--- src/rtl/dcrl_map.vh ---
// Constants for the reset and configuration loader of the disk controller.
// Assumes a 10 MHz clk_i and a classic Wishbone slave with 32-bit data.
// Functional notes
// [RULE1] Bus address from jumpers, fitted reads one
// [RULE2] Third jumper is MSB, first is LSB
// [RULE3] Half-rate jumper: single-sector at system clock/4
// [RULE4] Multisector always at data clock/2; the code passes only the data clock ticks that land on alternate system clocks
// [RULE5] Diagnostic jumper: reset runs continuous self-test
// [RULE6] Precomp jumper: reduced-current cylinder, all, or none
// [RULE7] One precomp setting serves both drives
// [RULE8] Power-up: wait 40 s for ready, record drives
// [RULE9] Bus reset: same sequence, 200 ms wait
// [RULE10] Recalibrate head to outermost track if needed
// [RULE11] Already at outermost: step off, seek back
// [RULE12] Read stored parameters from track zero, head zero
// [RULE13] Parameters absent: set format-invalid, finish sequence
// [RULE14] Formatted: seek last cylinder, save last block
// [RULE15] Return outward, store per-zone defect counts
// [RULE16] Run self-diagnostics after power-up
// [RULE17] Unavailable about one second after hardware reset
// [RULE18] Invalid format: first command fails, except three
// [RULE19] Format-invalid sense leaves address-valid bit clear
// [RULE20] Invalid format refuses media access, code 1C
// [RULE21] Read/write retries recovery before reporting 1C
// [RULE22] Host resets only at power-up or recovery
// [RULE23] Host: test ready until 00, mode select, format
// [RULE24] Format writes mode-select parameters to disk; code only stores a word written to the parameter register
// [RULE25] Bus reset aborts, releases bus, reloads parameters
// [RULE26] Bus reset as short as 50 ns accepted; the pin is only sampled each clock, so pulses under one clock may be missed
// [RULE27] Reset mid-sequence restarts, discards partial load
// [RULE28] Format-invalid flag per drive, cleared on valid load
`ifndef DCRL_MAP_VH
`define DCRL_MAP_VH
`define DCRL_CLK_HZ        10000000
`define DCRL_PWR_WAIT_MS   40000
`define DCRL_BRST_WAIT_MS  200
`define DCRL_BUSY_MS       1000
`define DCRL_ERR_FMT       8'h1C
`define DCRL_OP_TUR        8'h00
`define DCRL_OP_SENSE      8'h03
`define DCRL_OP_MODESEL    8'h15
`define DCRL_OP_FORMAT     8'h04
`define DCRL_OP_READ       8'h08
`define DCRL_OP_WRITE      8'h0A
`define DCRL_OP_SEEK       8'h0B
`define DCRL_OP_REZERO     8'h01
`define DCRL_REG_CTRL      8'h00
`define DCRL_REG_STAT      8'h04
`define DCRL_REG_JMP       8'h08
`define DCRL_REG_CMD       8'h0C
`define DCRL_REG_RESP      8'h10
`define DCRL_REG_LASTBLK   8'h14
`define DCRL_REG_DEFECT    8'h18
`define DCRL_REG_PARAM     8'h1C
`define DCRL_CTRL_BRST     0
`endif

--- src/rtl/dcrl_loader.v ---
// Reset sequencer, jumper decoder and format lockout of the disk controller.
// Drive mechanics are plain ports; software reaches the tables over Wishbone.
//
// Chosen here: the placing of the registers and the Wishbone slave port.
`include "dcrl_map.vh"
module dcrl_loader #(
  parameter integer PWR_WAIT_CYC  = (`DCRL_CLK_HZ / 1000) * `DCRL_PWR_WAIT_MS,
  parameter integer BRST_WAIT_CYC = (`DCRL_CLK_HZ / 1000) * `DCRL_BRST_WAIT_MS,
  parameter integer BUSY_CYC      = (`DCRL_CLK_HZ / 1000) * `DCRL_BUSY_MS
) (
  input  wire        clk_i,              // System clock, 10 MHz
  input  wire        rst_i,              // Sync reset, power-up
  input  wire        bus_rst_n_i,        // Bus reset pin, low true
  input  wire [2:0]  addr_jmp_i,         // Address jumpers, 1 = fitted
  input  wire        half_rate_jmp_i,    // Half-rate jumper fitted
  input  wire        diag_jmp_i,         // Diagnostic jumper fitted
  input  wire        pcomp_rwc_jmp_i,    // Precomp from reduced-current cyl
  input  wire        pcomp_all_jmp_i,    // Precomp on all tracks
  input  wire        data_clk_en_i,      // Data clock tick, one cycle
  input  wire        multi_sector_i,     // Transfer is multisector
  input  wire [1:0]  drv_ready_i,        // Drive ready pins
  input  wire [1:0]  drv_trk0_i,         // Track zero pins
  input  wire        seek_done_i,        // Seek/step complete pulse
  input  wire        seek_err_i,         // Seek failed pulse
  input  wire        rd_done_i,          // Media read complete pulse
  input  wire        rd_ok_i,            // Read data valid (with done)
  input  wire [31:0] rd_data_i,          // Word read from media
  input  wire        diag_pass_i,        // Self-test result (with done)
  input  wire        diag_done_i,        // Self-test complete pulse
  input  wire        wb_cyc_i,           // Wishbone cycle
  input  wire        wb_stb_i,           // Wishbone strobe
  input  wire        wb_we_i,            // Wishbone write
  input  wire [7:0]  wb_adr_i,           // Wishbone byte address
  input  wire [3:0]  wb_sel_i,           // Wishbone byte selects
  input  wire [31:0] wb_dat_i,           // Wishbone write data
  output reg  [31:0] wb_dat_o,           // Wishbone read data
  output wire        wb_ack_o,           // Wishbone acknowledge
  output reg  [2:0]  scsi_id_o,          // Bus address
  output reg         xfer_en_o,          // DMA transfer tick
  output reg  [1:0]  pcomp_mode_o,       // 0 none, 1 from rwc, 2 all
  output reg         bus_release_o,      // Drop off the bus
  output reg  [1:0]  drv_present_o,      // Drives found attached
  output reg  [1:0]  fmt_invalid_o,      // Per-drive format invalid
  output reg         busy_o,             // Not available to host
  output reg         drv_sel_o,          // Drive under sequence
  output reg         seek_req_o,         // Seek request pulse
  output reg  [1:0]  seek_kind_o,        // 0 recal,1 step off,2 last,3 zone
  output reg  [1:0]  seek_zone_o,        // Zone for zone seeks
  output reg         rd_req_o,           // Media read request pulse
  output reg         rd_kind_o,          // 0 parameters, 1 last block / count
  output reg         diag_req_o          // Self-test request pulse
);
  localparam [3:0] S_IDLE = 4'h0, S_WAIT = 4'h1, S_DIAG = 4'h2, S_RECAL = 4'h3,
                   S_STEP = 4'h4, S_BACK = 4'h5, S_PARM = 4'h6, S_LAST = 4'h7,
                   S_LRD  = 4'h8, S_ZONE = 4'h9, S_ZRD  = 4'hA, S_NEXT = 4'hB,
                   S_LOOP = 4'hC, S_DONE = 4'hD;

  reg  [3:0]  st_q;
  reg  [31:0] wait_q;
  reg  [31:0] busy_q;
  reg         pending_q;
  reg         issued_q;
  reg  [1:0]  zone_q;
  reg         diag_fail_q;
  reg  [31:0] param_q   [0:1];
  reg  [31:0] lastblk_q [0:1];
  reg  [15:0] defect_q  [0:7];
  reg  [1:0]  brst_sync_q;
  reg         brst_lat_q;
  reg  [6:0]  jmp_s1_q;
  reg  [6:0]  jmp_s2_q;
  reg  [1:0]  rdy_s1_q;
  reg  [1:0]  rdy_s2_q;
  reg  [1:0]  trk0_s1_q;
  reg  [1:0]  trk0_s2_q;
  reg  [1:0]  div_q;
  reg  [7:0]  cmd_q;
  reg         cmd_drv_q;
  reg  [7:0]  resp_q;
  reg         first_cmd_q;
  reg         ack_q;
  reg         brst_soft;
  reg         restore_q;
  reg         restore_drv_q;

  wire wb_req  = wb_cyc_i & wb_stb_i & ~ack_q;
  wire wb_wr   = wb_req & wb_we_i & wb_sel_i[0];
  wire brst_ev = brst_lat_q | brst_soft;
  assign wb_ack_o = ack_q;

  function media_op;
    input [7:0] op;
    begin
      media_op = (op == `DCRL_OP_READ) | (op == `DCRL_OP_WRITE) |
                 (op == `DCRL_OP_SEEK) | (op == `DCRL_OP_REZERO);
    end
  endfunction

  function exempt_op;
    input [7:0] op;
    begin
      exempt_op = (op == `DCRL_OP_SENSE) | (op == `DCRL_OP_TUR) |
                  (op == `DCRL_OP_MODESEL);
    end
  endfunction

  // Pin must stand for one clock sample; shorter pulses may be missed
  always @(posedge clk_i) begin
    if (rst_i) begin
      brst_sync_q <= 2'b00;
      brst_lat_q  <= 1'b0;
    end else begin
      brst_sync_q <= {brst_sync_q[0], ~bus_rst_n_i};                        // [RULE26]
      brst_lat_q  <= brst_sync_q[1] & ~brst_lat_q;
    end
  end

  always @(posedge clk_i) begin
    jmp_s1_q    <= {pcomp_all_jmp_i, pcomp_rwc_jmp_i, diag_jmp_i, half_rate_jmp_i, addr_jmp_i};
    jmp_s2_q    <= jmp_s1_q;
    rdy_s1_q    <= drv_ready_i;
    rdy_s2_q    <= rdy_s1_q;
    trk0_s1_q   <= drv_trk0_i;
    trk0_s2_q   <= trk0_s1_q;
  end

  // Jumper decode and transfer clocking
  always @(posedge clk_i) begin
    if (rst_i) begin
      scsi_id_o    <= 3'h0;
      pcomp_mode_o <= 2'h0;
      div_q        <= 2'h0;
      xfer_en_o    <= 1'b0;
    end else begin
      scsi_id_o    <= jmp_s2_q[2:0];                                      // [RULE1] [RULE2]
      pcomp_mode_o <= jmp_s2_q[6] ? 2'h2 : (jmp_s2_q[5] ? 2'h1 : 2'h0);   // [RULE6] [RULE7]
      div_q        <= div_q + 2'h1;
      if (multi_sector_i)
        xfer_en_o <= data_clk_en_i & ~div_q[0];                           // [RULE4]
      else if (jmp_s2_q[3])
        xfer_en_o <= (div_q == 2'h3);                                     // [RULE3]
      else
        xfer_en_o <= div_q[0];
    end
  end

  // Initialisation sequencer
  always @(posedge clk_i) begin
    seek_req_o <= 1'b0;
    rd_req_o   <= 1'b0;
    diag_req_o <= 1'b0;
    if (rst_i) begin
      st_q          <= S_WAIT;
      wait_q        <= PWR_WAIT_CYC;                                      // [RULE8]
      busy_q        <= BUSY_CYC;
      busy_o        <= 1'b1;
      pending_q     <= 1'b1;
      issued_q      <= 1'b0;
      zone_q        <= 2'h0;
      diag_fail_q   <= 1'b0;
      drv_present_o <= 2'h0;
      fmt_invalid_o <= 2'h0;
      drv_sel_o     <= 1'b0;
      bus_release_o <= 1'b1;
      seek_kind_o   <= 2'h0;
      seek_zone_o   <= 2'h0;
      rd_kind_o     <= 1'b0;
    end else if (brst_ev) begin
      st_q          <= S_WAIT;                                            // [RULE25] [RULE27]
      wait_q        <= BRST_WAIT_CYC;                                     // [RULE9]
      busy_q        <= BUSY_CYC;
      busy_o        <= 1'b1;
      bus_release_o <= 1'b1;
      pending_q     <= 1'b1;
      issued_q      <= 1'b0;
      drv_present_o <= 2'h0;
      fmt_invalid_o <= 2'h0;
      drv_sel_o     <= 1'b0;
    end else begin
      if (busy_q != 32'h0)
        busy_q <= busy_q - 32'h1;
      case (st_q)
        S_IDLE: begin
          busy_o        <= (busy_q != 32'h0);                             // [RULE17]
          bus_release_o <= 1'b0;
          // Pending low marks a finished recovery awaiting its response
          if (restore_q & pending_q) begin                                // [RULE21]
            drv_sel_o <= restore_drv_q;
            st_q      <= S_RECAL;
            issued_q  <= 1'b0;
            pending_q <= 1'b0;
          end else if (!restore_q) begin
            pending_q <= 1'b1;
            if (jmp_s2_q[4])
              st_q <= S_WAIT;                                             // [RULE5]
          end
        end
        S_WAIT: begin
          if ((rdy_s2_q == 2'h3) || (wait_q == 32'h0)) begin
            drv_present_o <= rdy_s2_q;                                    // [RULE8]
            st_q          <= S_DIAG;
            issued_q      <= 1'b0;
          end else begin
            wait_q <= wait_q - 32'h1;
          end
        end
        S_DIAG: begin
          if (!issued_q) begin
            diag_req_o <= 1'b1;                                           // [RULE16]
            issued_q   <= 1'b1;
          end else if (diag_done_i) begin
            diag_fail_q <= ~diag_pass_i;
            issued_q    <= 1'b0;
            drv_sel_o   <= drv_present_o[0] ? 1'b0 : 1'b1;
            st_q        <= (drv_present_o == 2'h0) ? S_DONE : S_RECAL;
          end
        end
        S_RECAL: begin
          if (!issued_q) begin
            seek_req_o  <= 1'b1;
            seek_kind_o <= trk0_s2_q[drv_sel_o] ? 2'h1 : 2'h0;            // [RULE10] [RULE11]
            issued_q    <= 1'b1;
          end else if (seek_done_i | seek_err_i) begin
            issued_q <= 1'b0;
            st_q     <= seek_err_i ? S_NEXT : ((seek_kind_o == 2'h1) ? S_BACK : S_PARM);
          end
        end
        S_BACK: begin
          if (!issued_q) begin
            seek_req_o  <= 1'b1;
            seek_kind_o <= 2'h0;                                          // [RULE11]
            issued_q    <= 1'b1;
          end else if (seek_done_i | seek_err_i) begin
            issued_q <= 1'b0;
            st_q     <= seek_err_i ? S_NEXT : S_PARM;
          end
        end
        S_PARM: begin
          if (!issued_q) begin
            rd_req_o  <= 1'b1;
            rd_kind_o <= 1'b0;                                            // [RULE12]
            issued_q  <= 1'b1;
          end else if (rd_done_i) begin
            issued_q <= 1'b0;
            if (rd_ok_i) begin
              param_q[drv_sel_o]       <= rd_data_i;
              fmt_invalid_o[drv_sel_o] <= 1'b0;                           // [RULE28]
              st_q                     <= S_LAST;
            end else begin
              fmt_invalid_o[drv_sel_o] <= 1'b1;                           // [RULE13]
              st_q                     <= S_NEXT;
            end
          end
        end
        S_LAST: begin
          seek_req_o  <= 1'b1;
          seek_kind_o <= 2'h2;                                            // [RULE14]
          st_q        <= S_LRD;
        end
        S_LRD: begin
          if (!issued_q & seek_done_i) begin
            rd_req_o  <= 1'b1;
            rd_kind_o <= 1'b1;
            issued_q  <= 1'b1;
          end else if (issued_q & rd_done_i) begin
            lastblk_q[drv_sel_o] <= rd_data_i;                            // [RULE14]
            issued_q             <= 1'b0;
            zone_q               <= 2'h3;
            st_q                 <= S_ZONE;
          end
        end
        S_ZONE: begin
          seek_req_o  <= 1'b1;
          seek_kind_o <= 2'h3;                                            // [RULE15]
          seek_zone_o <= zone_q;
          st_q        <= S_ZRD;
        end
        S_ZRD: begin
          if (!issued_q & seek_done_i) begin
            rd_req_o <= 1'b1;
            issued_q <= 1'b1;
          end else if (issued_q & rd_done_i) begin
            defect_q[{drv_sel_o, zone_q}] <= rd_data_i[15:0];             // [RULE15]
            issued_q <= 1'b0;
            zone_q   <= zone_q - 2'h1;
            st_q     <= (zone_q == 2'h0) ? S_NEXT : S_ZONE;
          end
        end
        S_NEXT: begin
          if (restore_q) begin
            st_q <= S_IDLE;
          end else if (!drv_sel_o && drv_present_o[1]) begin
            drv_sel_o <= 1'b1;
            st_q      <= S_RECAL;
          end else begin
            st_q <= S_DONE;
          end
        end
        S_DONE: begin
          pending_q <= 1'b1;
          st_q      <= S_IDLE;
        end
        default: st_q <= S_IDLE;
      endcase
    end
    if (wb_wr && wb_adr_i == `DCRL_REG_PARAM)
      param_q[wb_dat_i[31]] <= {1'b0, wb_dat_i[30:0]};                    // [RULE24]
  end

  // Command screening and register bus
  always @(posedge clk_i) begin
    brst_soft <= 1'b0;
    if (rst_i) begin
      ack_q         <= 1'b0;
      cmd_q         <= 8'h00;
      cmd_drv_q     <= 1'b0;
      resp_q        <= 8'h00;
      first_cmd_q   <= 1'b1;
      restore_q     <= 1'b0;
      restore_drv_q <= 1'b0;
    end else begin
      ack_q <= wb_req;
      if (brst_ev)
        first_cmd_q <= 1'b1;
      if (restore_q && st_q == S_IDLE && !pending_q) begin
        restore_q <= 1'b0;
        resp_q    <= fmt_invalid_o[restore_drv_q] ? `DCRL_ERR_FMT : 8'h00; // [RULE21]
      end
      if (wb_wr && wb_adr_i == `DCRL_REG_CTRL) begin
        brst_soft <= wb_dat_i[`DCRL_CTRL_BRST];
      end
      if (wb_wr && wb_adr_i == `DCRL_REG_CMD && !busy_o) begin
        cmd_q       <= wb_dat_i[7:0];
        cmd_drv_q   <= wb_dat_i[8];
        first_cmd_q <= 1'b0;
        if (fmt_invalid_o[wb_dat_i[8]] && (wb_dat_i[7:0] == `DCRL_OP_READ ||
            wb_dat_i[7:0] == `DCRL_OP_WRITE)) begin
          restore_q     <= 1'b1;                                          // [RULE21]
          restore_drv_q <= wb_dat_i[8];
          resp_q        <= 8'hFF;
        end else if (fmt_invalid_o[wb_dat_i[8]] && media_op(wb_dat_i[7:0]))
          resp_q <= `DCRL_ERR_FMT;                                        // [RULE20]
        else if (fmt_invalid_o[wb_dat_i[8]] && first_cmd_q && !exempt_op(wb_dat_i[7:0]))
          resp_q <= `DCRL_ERR_FMT;                                        // [RULE18]
        else
          resp_q <= 8'h00;
      end
    end
  end

  always @(posedge clk_i) begin
    if (rst_i)
      wb_dat_o <= 32'h0;
    else if (wb_req) begin
      case (wb_adr_i)
        `DCRL_REG_STAT:    wb_dat_o <= {24'h0, fmt_invalid_o, drv_present_o, 1'b0,
                                        diag_fail_q, jmp_s2_q[4], busy_o};
        `DCRL_REG_JMP:     wb_dat_o <= {27'h0, pcomp_mode_o, scsi_id_o};
        `DCRL_REG_CMD:     wb_dat_o <= {23'h0, cmd_drv_q, cmd_q};
        // Sense byte 0: address-valid bit kept clear for format errors
        `DCRL_REG_RESP:    wb_dat_o <= {24'h0, 1'b0, resp_q[6:0]};        // [RULE19]
        `DCRL_REG_LASTBLK: wb_dat_o <= lastblk_q[wb_sel_i[1]];
        `DCRL_REG_DEFECT:  wb_dat_o <= {16'h0, defect_q[wb_dat_i[2:0]]};
        `DCRL_REG_PARAM:   wb_dat_o <= param_q[wb_sel_i[1]];
        default:           wb_dat_o <= 32'h0;
      endcase
    end
  end
endmodule

--- config.mk ---
export PLATFORM = sky130hd
export DESIGN_NAME = dcrl_loader
export DESIGN_NICKNAME = d
export VERILOG_FILES = /design/src/rtl/dcrl_loader.v
export VERILOG_INCLUDE_DIRS = /design/src /design/src/rtl
export SDC_FILE = /design/constraint.sdc
export NUM_CORES = 1
export LEC_CHECK = 0
export BUFFER_PORTS_ARGS = -buffer_cell sky130_fd_sc_hd__buf_2
export CORE_MARGIN = 2
export CORE_UTILIZATION = 54
export DETAILED_ROUTE_END_ITERATION = 8
export PLACE_DENSITY = 0.87
export SLEW_MARGIN = 20
export SYNTH_ARGS = -nofsm -noshare
export SYNTH_HDL_FRONTEND = slang
export SYNTH_SLANG_ARGS = --single-unit
--- constraint.sdc ---
create_clock -name clk_i -period 5.1 [get_ports clk_i]
set_clock_uncertainty 0.1 [all_clocks]
set_input_delay 0.255 -clock clk_i [delete_from_list [all_inputs] [get_ports clk_i]]
set_output_delay 0.255 -clock clk_i [all_outputs]
set_load 0.1 [all_outputs]
Word level (Yosys, flattened, before mapping)
Memory sizes are Yosys's and may differ from the RTL's.
Cells that the tools add are included.
{"block": "totals", "reg_bits": 174, "mem_bits_rw": 256, "in_bits": 101, "output_inout_bits": 54, "n_memories": 3}
{"block": "op_classes", "n_addsub": 4, "n_lt_le_gt_ge": 4, "n_eq_ne": 51, "muxes": 109, "bitwise_logic": 28, "n_reduce_logical": 56}
{"memory": "defect_q", "depth": 8, "word_bits": 16, "read_ports": 1, "rd_clocked_by_memory_dff": 0, "write_ports": 1, "line": "dcrl_loader.v:67", "source": "reg [15:0] defect_q [0:7];"}
{"memory": "lastblk_q", "depth": 2, "word_bits": 32, "read_ports": 1, "rd_clocked_by_memory_dff": 0, "write_ports": 1, "line": "dcrl_loader.v:66", "source": "reg [31:0] lastblk_q [0:1];"}
{"memory": "param_q", "depth": 2, "word_bits": 32, "read_ports": 1, "rd_clocked_by_memory_dff": 0, "write_ports": 2, "line": "dcrl_loader.v:65", "source": "reg [31:0] param_q [0:1];"}
{"cell": "$pmux 32 s7", "count": 1}
{"cell": "$mux 4", "count": 22}
{"cell": "$mux 29", "count": 3}
{"cell": "$sub 32x1->32 const B", "count": 2}
{"cell": "$mux 1", "count": 57}
{"cell": "$pmux 4 s11", "count": 1}
{"cell": "$ne 2x2->1 const B", "count": 21}
{"cell": "$eq 8x4->1 const B", "count": 5}
{"cell": "$eq 8x5->1 const B", "count": 5}
{"cell": "$logic_not 32->1", "count": 1}
{"cell": "$reduce_bool 32->1", "count": 1}
{"cell": "$mux 7", "count": 3}
{"cell": "$eq 4x4->1 const B", "count": 5}
{"cell": "$mux 2", "count": 10}
{"cell": "$logic_not 8->1", "count": 2}
{"cell": "$reduce_and 4->1", "count": 4}
{"cell": "$mux 5", "count": 3}
{"cell": "$reduce_and 15->1", "count": 1}
{"cell": "$eq 4x3->1 const B", "count": 3}
{"cell": "$logic_and 1x1->1", "count": 12}
{"cell": "$reduce_and 2->1", "count": 6}
{"cell": "$reduce_and 6->1", "count": 2}
{"cell": "$reduce_bool 2->1", "count": 6}
{"cell": "$reduce_or 2->1", "count": 6}
{"cell": "other kinds (34)", "count": 70}

Depth between registers and ports, before layout
{"block": "logic_depth", "word_depth": 9, "depth_mapped": 11}

Worst setup path before layout
No wires, ideal clock.
{"block": "synth_timing", "path_kind": "register to register", "startpoint": "register drv_sel_o", "endpoint": "memory lastblk_q[1][0], enable pin", "setup_time_ns": 0.501, "arrival_ns": 4.363, "required_ns": 4.499, "path_slack_ns": 0.135, "path_stages_with_launch": 3, "path_buffers": 0, "path_cell_list": "dfxtp_1 > inv_1 > nor4_1"}
{"item": "from (decl)", "line": "dcrl_loader.v:45", "source": "output reg drv_sel_o,"}
{"item": "from (signal assigned)", "line": "dcrl_loader.v:188", "source": "drv_sel_o <= restore_drv_q;"}
{"item": "from (signal assigned)", "line": "dcrl_loader.v:214", "source": "drv_sel_o <= drv_present_o[0] ? 1'b0 : 1'b1;"}
{"item": "to (decl)", "line": "dcrl_loader.v:66"}
No word-level cell before the write port.

Final worst setup path
{"block": "layout_timing", "startpoint": "register st_q[3]", "endpoint": "register wait_q[31]"}
{"block": "layout_via", "elab_chain_len": 2}
{"item": "from (decl)", "line": "dcrl_loader.v:58", "source": "reg [3:0] st_q;"}
{"item": "from (signal assigned)", "line": "dcrl_loader.v:215", "source": "st_q <= (drv_present_o == 2'h0) ? S_DONE : S_RECAL;"}
{"item": "from (signal assigned)", "line": "dcrl_loader.v:225", "source": "st_q <= seek_err_i ? S_NEXT : ((seek_kind_o == 2'h1) ? S_BACK : S_PARM);"}
{"item": "from (signal assigned)", "line": "dcrl_loader.v:235", "source": "st_q <= seek_err_i ? S_NEXT : S_PARM;"}
{"item": "$eq 4x1->1", "line": "dcrl_loader.v:182", "source": "case (st_q)"}
{"item": "$reduce_and 2->1 (no source line)"}
{"item": "to (signal assigned)", "line": "dcrl_loader.v:204", "source": "wait_q <= wait_q - 32'h1;"}
{"item": "to (decl)", "line": "dcrl_loader.v:59", "source": "reg [31:0] wait_q;"}
Every way passes these cells.
A chain may end at the register's enable or synchronous reset.

==> summary.md <==
| Metric | Value |
|---|---|
| CTS Buf Count | 44 |
| Placement Rows | 66 |
| Seq/Total Area, Yosys | 61.9% |
| # setup viols final | 0 |
| Synth Net Count | 1,622 |
| Max-Cap Viols | 0 |
| Final hold violation count | 0 |
| Top Ports | 155 |
| Setup WS post-layout | 1.51 ns |
| Peak Freq | between 200 and 300 MHz |
| Sink Count | between 400 and 500 |
| PostCTS Resize Cnt | 0 |
| Worst Path Required | 5.50 ns |
| Vias/cell | 6.17 |
| Core Footprint | 32,500 sq um |
| Setup TNS | 0 ns |
| Die Ht | 186 um |
| CP Class | flop to flop |
| Post-synth EDFFs | about 250 |
| Switching Power | about 2200 uW |
| Fin nets | 1,833 |
| Die Width | 186 um |
| Area post-placement | 19,100 sq um |
| Comb pwr share | 13.8% |
| Post-Synth XOR/XNOR Area | under 10% |
| DRT iter0 DRCs | 1,831 |
| Number of routed nets with antenna violations | 0 |
| Fin crit period | 3.59 ns |
| Sw frac | a little over a quarter |
| Clock power frac | 39.2% |
| Largest net degree at the start of global routing | 64 |
| DRC | 0 |
| Slew headroom | 22.5% |
| Port bufs | 152 |
| Critical path endpoint category | flop |
| Iteration count of the initial detailed-routing pass | 7 |
| Hold crit path type | input pin to flop |
| RD Place Congestion | approximately 0.90 |
| Finished layout cell area | between 20,000 and 25,000 sq um |
| Pre-CTS setup slack | 1.69 ns |
| Crit-path max FO | 22 |
| CTS tree | built |
| Share of layout cells above drive strength 1 | 17.9% |
| P_leak | 0.00760 uW |
| Gate Count Post-Synth | ~1,500 |
| Synth Area in Simple Gates | 13.9% |
| Vias | between 10,000 and 15,000 |
| Ys Warns | 0 |
| Design internal power | 6040 uW |
| Post CTS Setup Buffer Count | 0 |
| Initial Utilization | 54.9% |
| Pwr dens | 385 nW/um^2 |
| Insertion delay to the later sink of the worst-skew pair | 0.57 ns |
| FF+latch count, synth | 425 |
| Post-DR wirelength/cell | 21.3 um |
| Post-Syn Area per Cell | around 12 sq um |
| Synth top cells by count | edfxtp_1, nand2_1, dfxtp_1, nor2_1, o21ai_0 |
| Yosys top cell area share | a little over two fifths |
| Total track usage | 27.0% |
| Synth Area in Compound Gates | a little under a tenth |
| Number of global-route vias before repair | 13,100 |
| Longest Clk Path Bufs | 3 |
| CTS HTree Levels | 2 |
| Mapped cell area | between 15,000 and 20,000 sq um |
| Leading post-synthesis cells by cell area | edfxtp_1, dfxtp_1, mux2i_1 |
| Arrival @ worst endpoint | just under 4 ns |
| Yosys top cell by area | edfxtp_1 |
| Fin crit share | a little over two thirds |
| Root buf cell | clkbuf_16 |
| P&R area growth vs syn | 19.5% |
| Final Slew Violations | 0 |
| Primary FF master, synth | edfxtp_1 |
| Fill count | 2,302 |
| First-pass GRT wire length | 71,300 um |
| DIE AREA | roughly 35,000 sq um |
| Sum of routed wire length over all layers | 47,200 um |
| Final Power | 8200 uW |
| Hpwl dp | between 20,000 and 30,000 um |
| Status | complete, no violations |
| Distinct cells, synth | 67 |
| Peak supply drop | between 0.2 and 0.3 mV |
| Sequential Power Share | 46.9% |
| Post-synthesis mux area share | 9.77% |
| Gr ovfl total | 0 |
| Hold-fix buffers at CTS | 80 |
| Most numerous cell in the Yosys netlist | edfxtp_1 |
| RSZ-0062 raised after global routing | no |
| Worst-margin pin slew | 1.15 ns |
| Initial antenna violation count | 4 |
| Synth Area in Adders | 0.280% |
| Async set-or-reset flop fraction in the synthesized netlist | 0% |
| Clk slew on worst S/H paths | 0.06 ns |
| Largest family of logic cells by synthesized area | simple AND/OR/NAND/NOR gates |
| Crit start category | flop |
-- worst paths after layout --
kind         cells past startpoint                 endpoint                  from  slack (ns)
max reg2reg                      6  wait_q[31]$_SDFFE_PP0P_  st_q[3]$_SDFFE_PP0P_        1.51
min reg2reg                      0      jmp_s2_q[4]$_DFF_P_   jmp_s1_q[4]$_DFF_P_        0.22
max                              6  wait_q[31]$_SDFFE_PP0P_  st_q[3]$_SDFFE_PP0P_        1.51
min                              3  wait_q[16]$_SDFFE_PP1P_                 rst_i        0.06
-- layout make-up --
type	instances	area [sq um]	area share, %
antenna	7	17.5	0.0821
clock buffer	63	1230	5.75
clock inverter	18	224	1.05
inverter	18	67.6	0.317
multi-input combinational	982	6440	30.2
sequential	425	11100	51.8
tap	442	553	2.59
timing repair buffer	257	1750	8.21
-- flip-flops by register name, indices dropped and copies added (netlist names), 3 cells and up, named ones only --
register   count
jmp_s2_q       7
st_q           4
lastblk_q     64
wait_q        32
wb_dat_o      32
param_q       64
cmd_q          8
defect_q     128
busy_q        32
jmp_s1_q       7
scsi_id_o      3
-- cells in the final DEF (no fill, tap or decap), types with 11 or more instances in the layout --
master / netlist / routed
a21oi_1: 55 / 55
a22oi_1: 24 / 24
and3_1: 12 / 12
buf_2: 3 / 151
buf_4: 0 / 26
clkbuf_1: 78 / 15
clkbuf_16: 0 / 46
dfxtp_1: 171 / 171
dlygate4sd3_1: 0 / 80
edfxtp_1: 254 / 254
inv_1: 17 / 17
mux2_2: 18 / 18
mux2i_1: 82 / 82
mux4_2: 32 / 32
nand2_1: 193 / 191
nand3_1: 26 / 26
nor2_1: 141 / 141
nor2b_1: 11 / 11
nor3_1: 34 / 29
nor4_1: 23 / 20
o21ai_0: 94 / 94
o22ai_1: 33 / 33
or3_1: 12 / 12
xnor2_1: 27 / 27
xor2_1: 23 / 23
-- power by group through the flow --
stage          Clock (uW)  Sequential (uW)  Combinational (uW)
3_5_place_dp            0             3920                1050
6_report             3220             3850                1130
4_1_cts              3240             3850                1110
5_1_grt              3390             3860                1220
3_3_place_gp            0             3910                1010
2_1_floorplan           0             3980                 719
-- per-stage QoR --
stage | util [%] | instances | hold slack (ns)
floorplan | - | 1517 | 0.183
global placement | 58.6 | 2044 | 0.211
detailed placement | 58.6 | 2044 | 0.213
CTS | 65.5 | 2205 | 0.0302
global route | 65.5 | 2208 | 0.0439
finish | 65.6 | 2212 | 0.0556
-- layer usage --
metal | up-vias | track usage [%] | part of all wire, %
li1 | 6060 | - | -
met1 | 6586 | 34.3 | 37
met2 | 851 | 45.1 | 49
met3 | 144 | 5.36 | 11
met4 | 0 | 11.8 | 3.5
met5 | - | 0 | 0
-- cell families (layout without fill, tap and decap cells) --
family,count (synthesis),in the layout
muxes,132,132
adders and majority gates,4,4
DFF,425,425
buffers and inverters,110,356
xor gates and xnor gates,50,50
AOI/OAI and AO/OA,273,273
and+or+nand+nor,523,523
other,0,7
-- worst max-delay path: stages, from the launching register on --
cell     delay [ns]
dfxtp_1        0.54
nor4b_1        0.80
nand2_1        0.48
nor4_4         0.65
nand3_1        0.32
or4_1          0.48
a21oi_1        0.15
No activity file was read; power rests on OpenSTA's default activity.
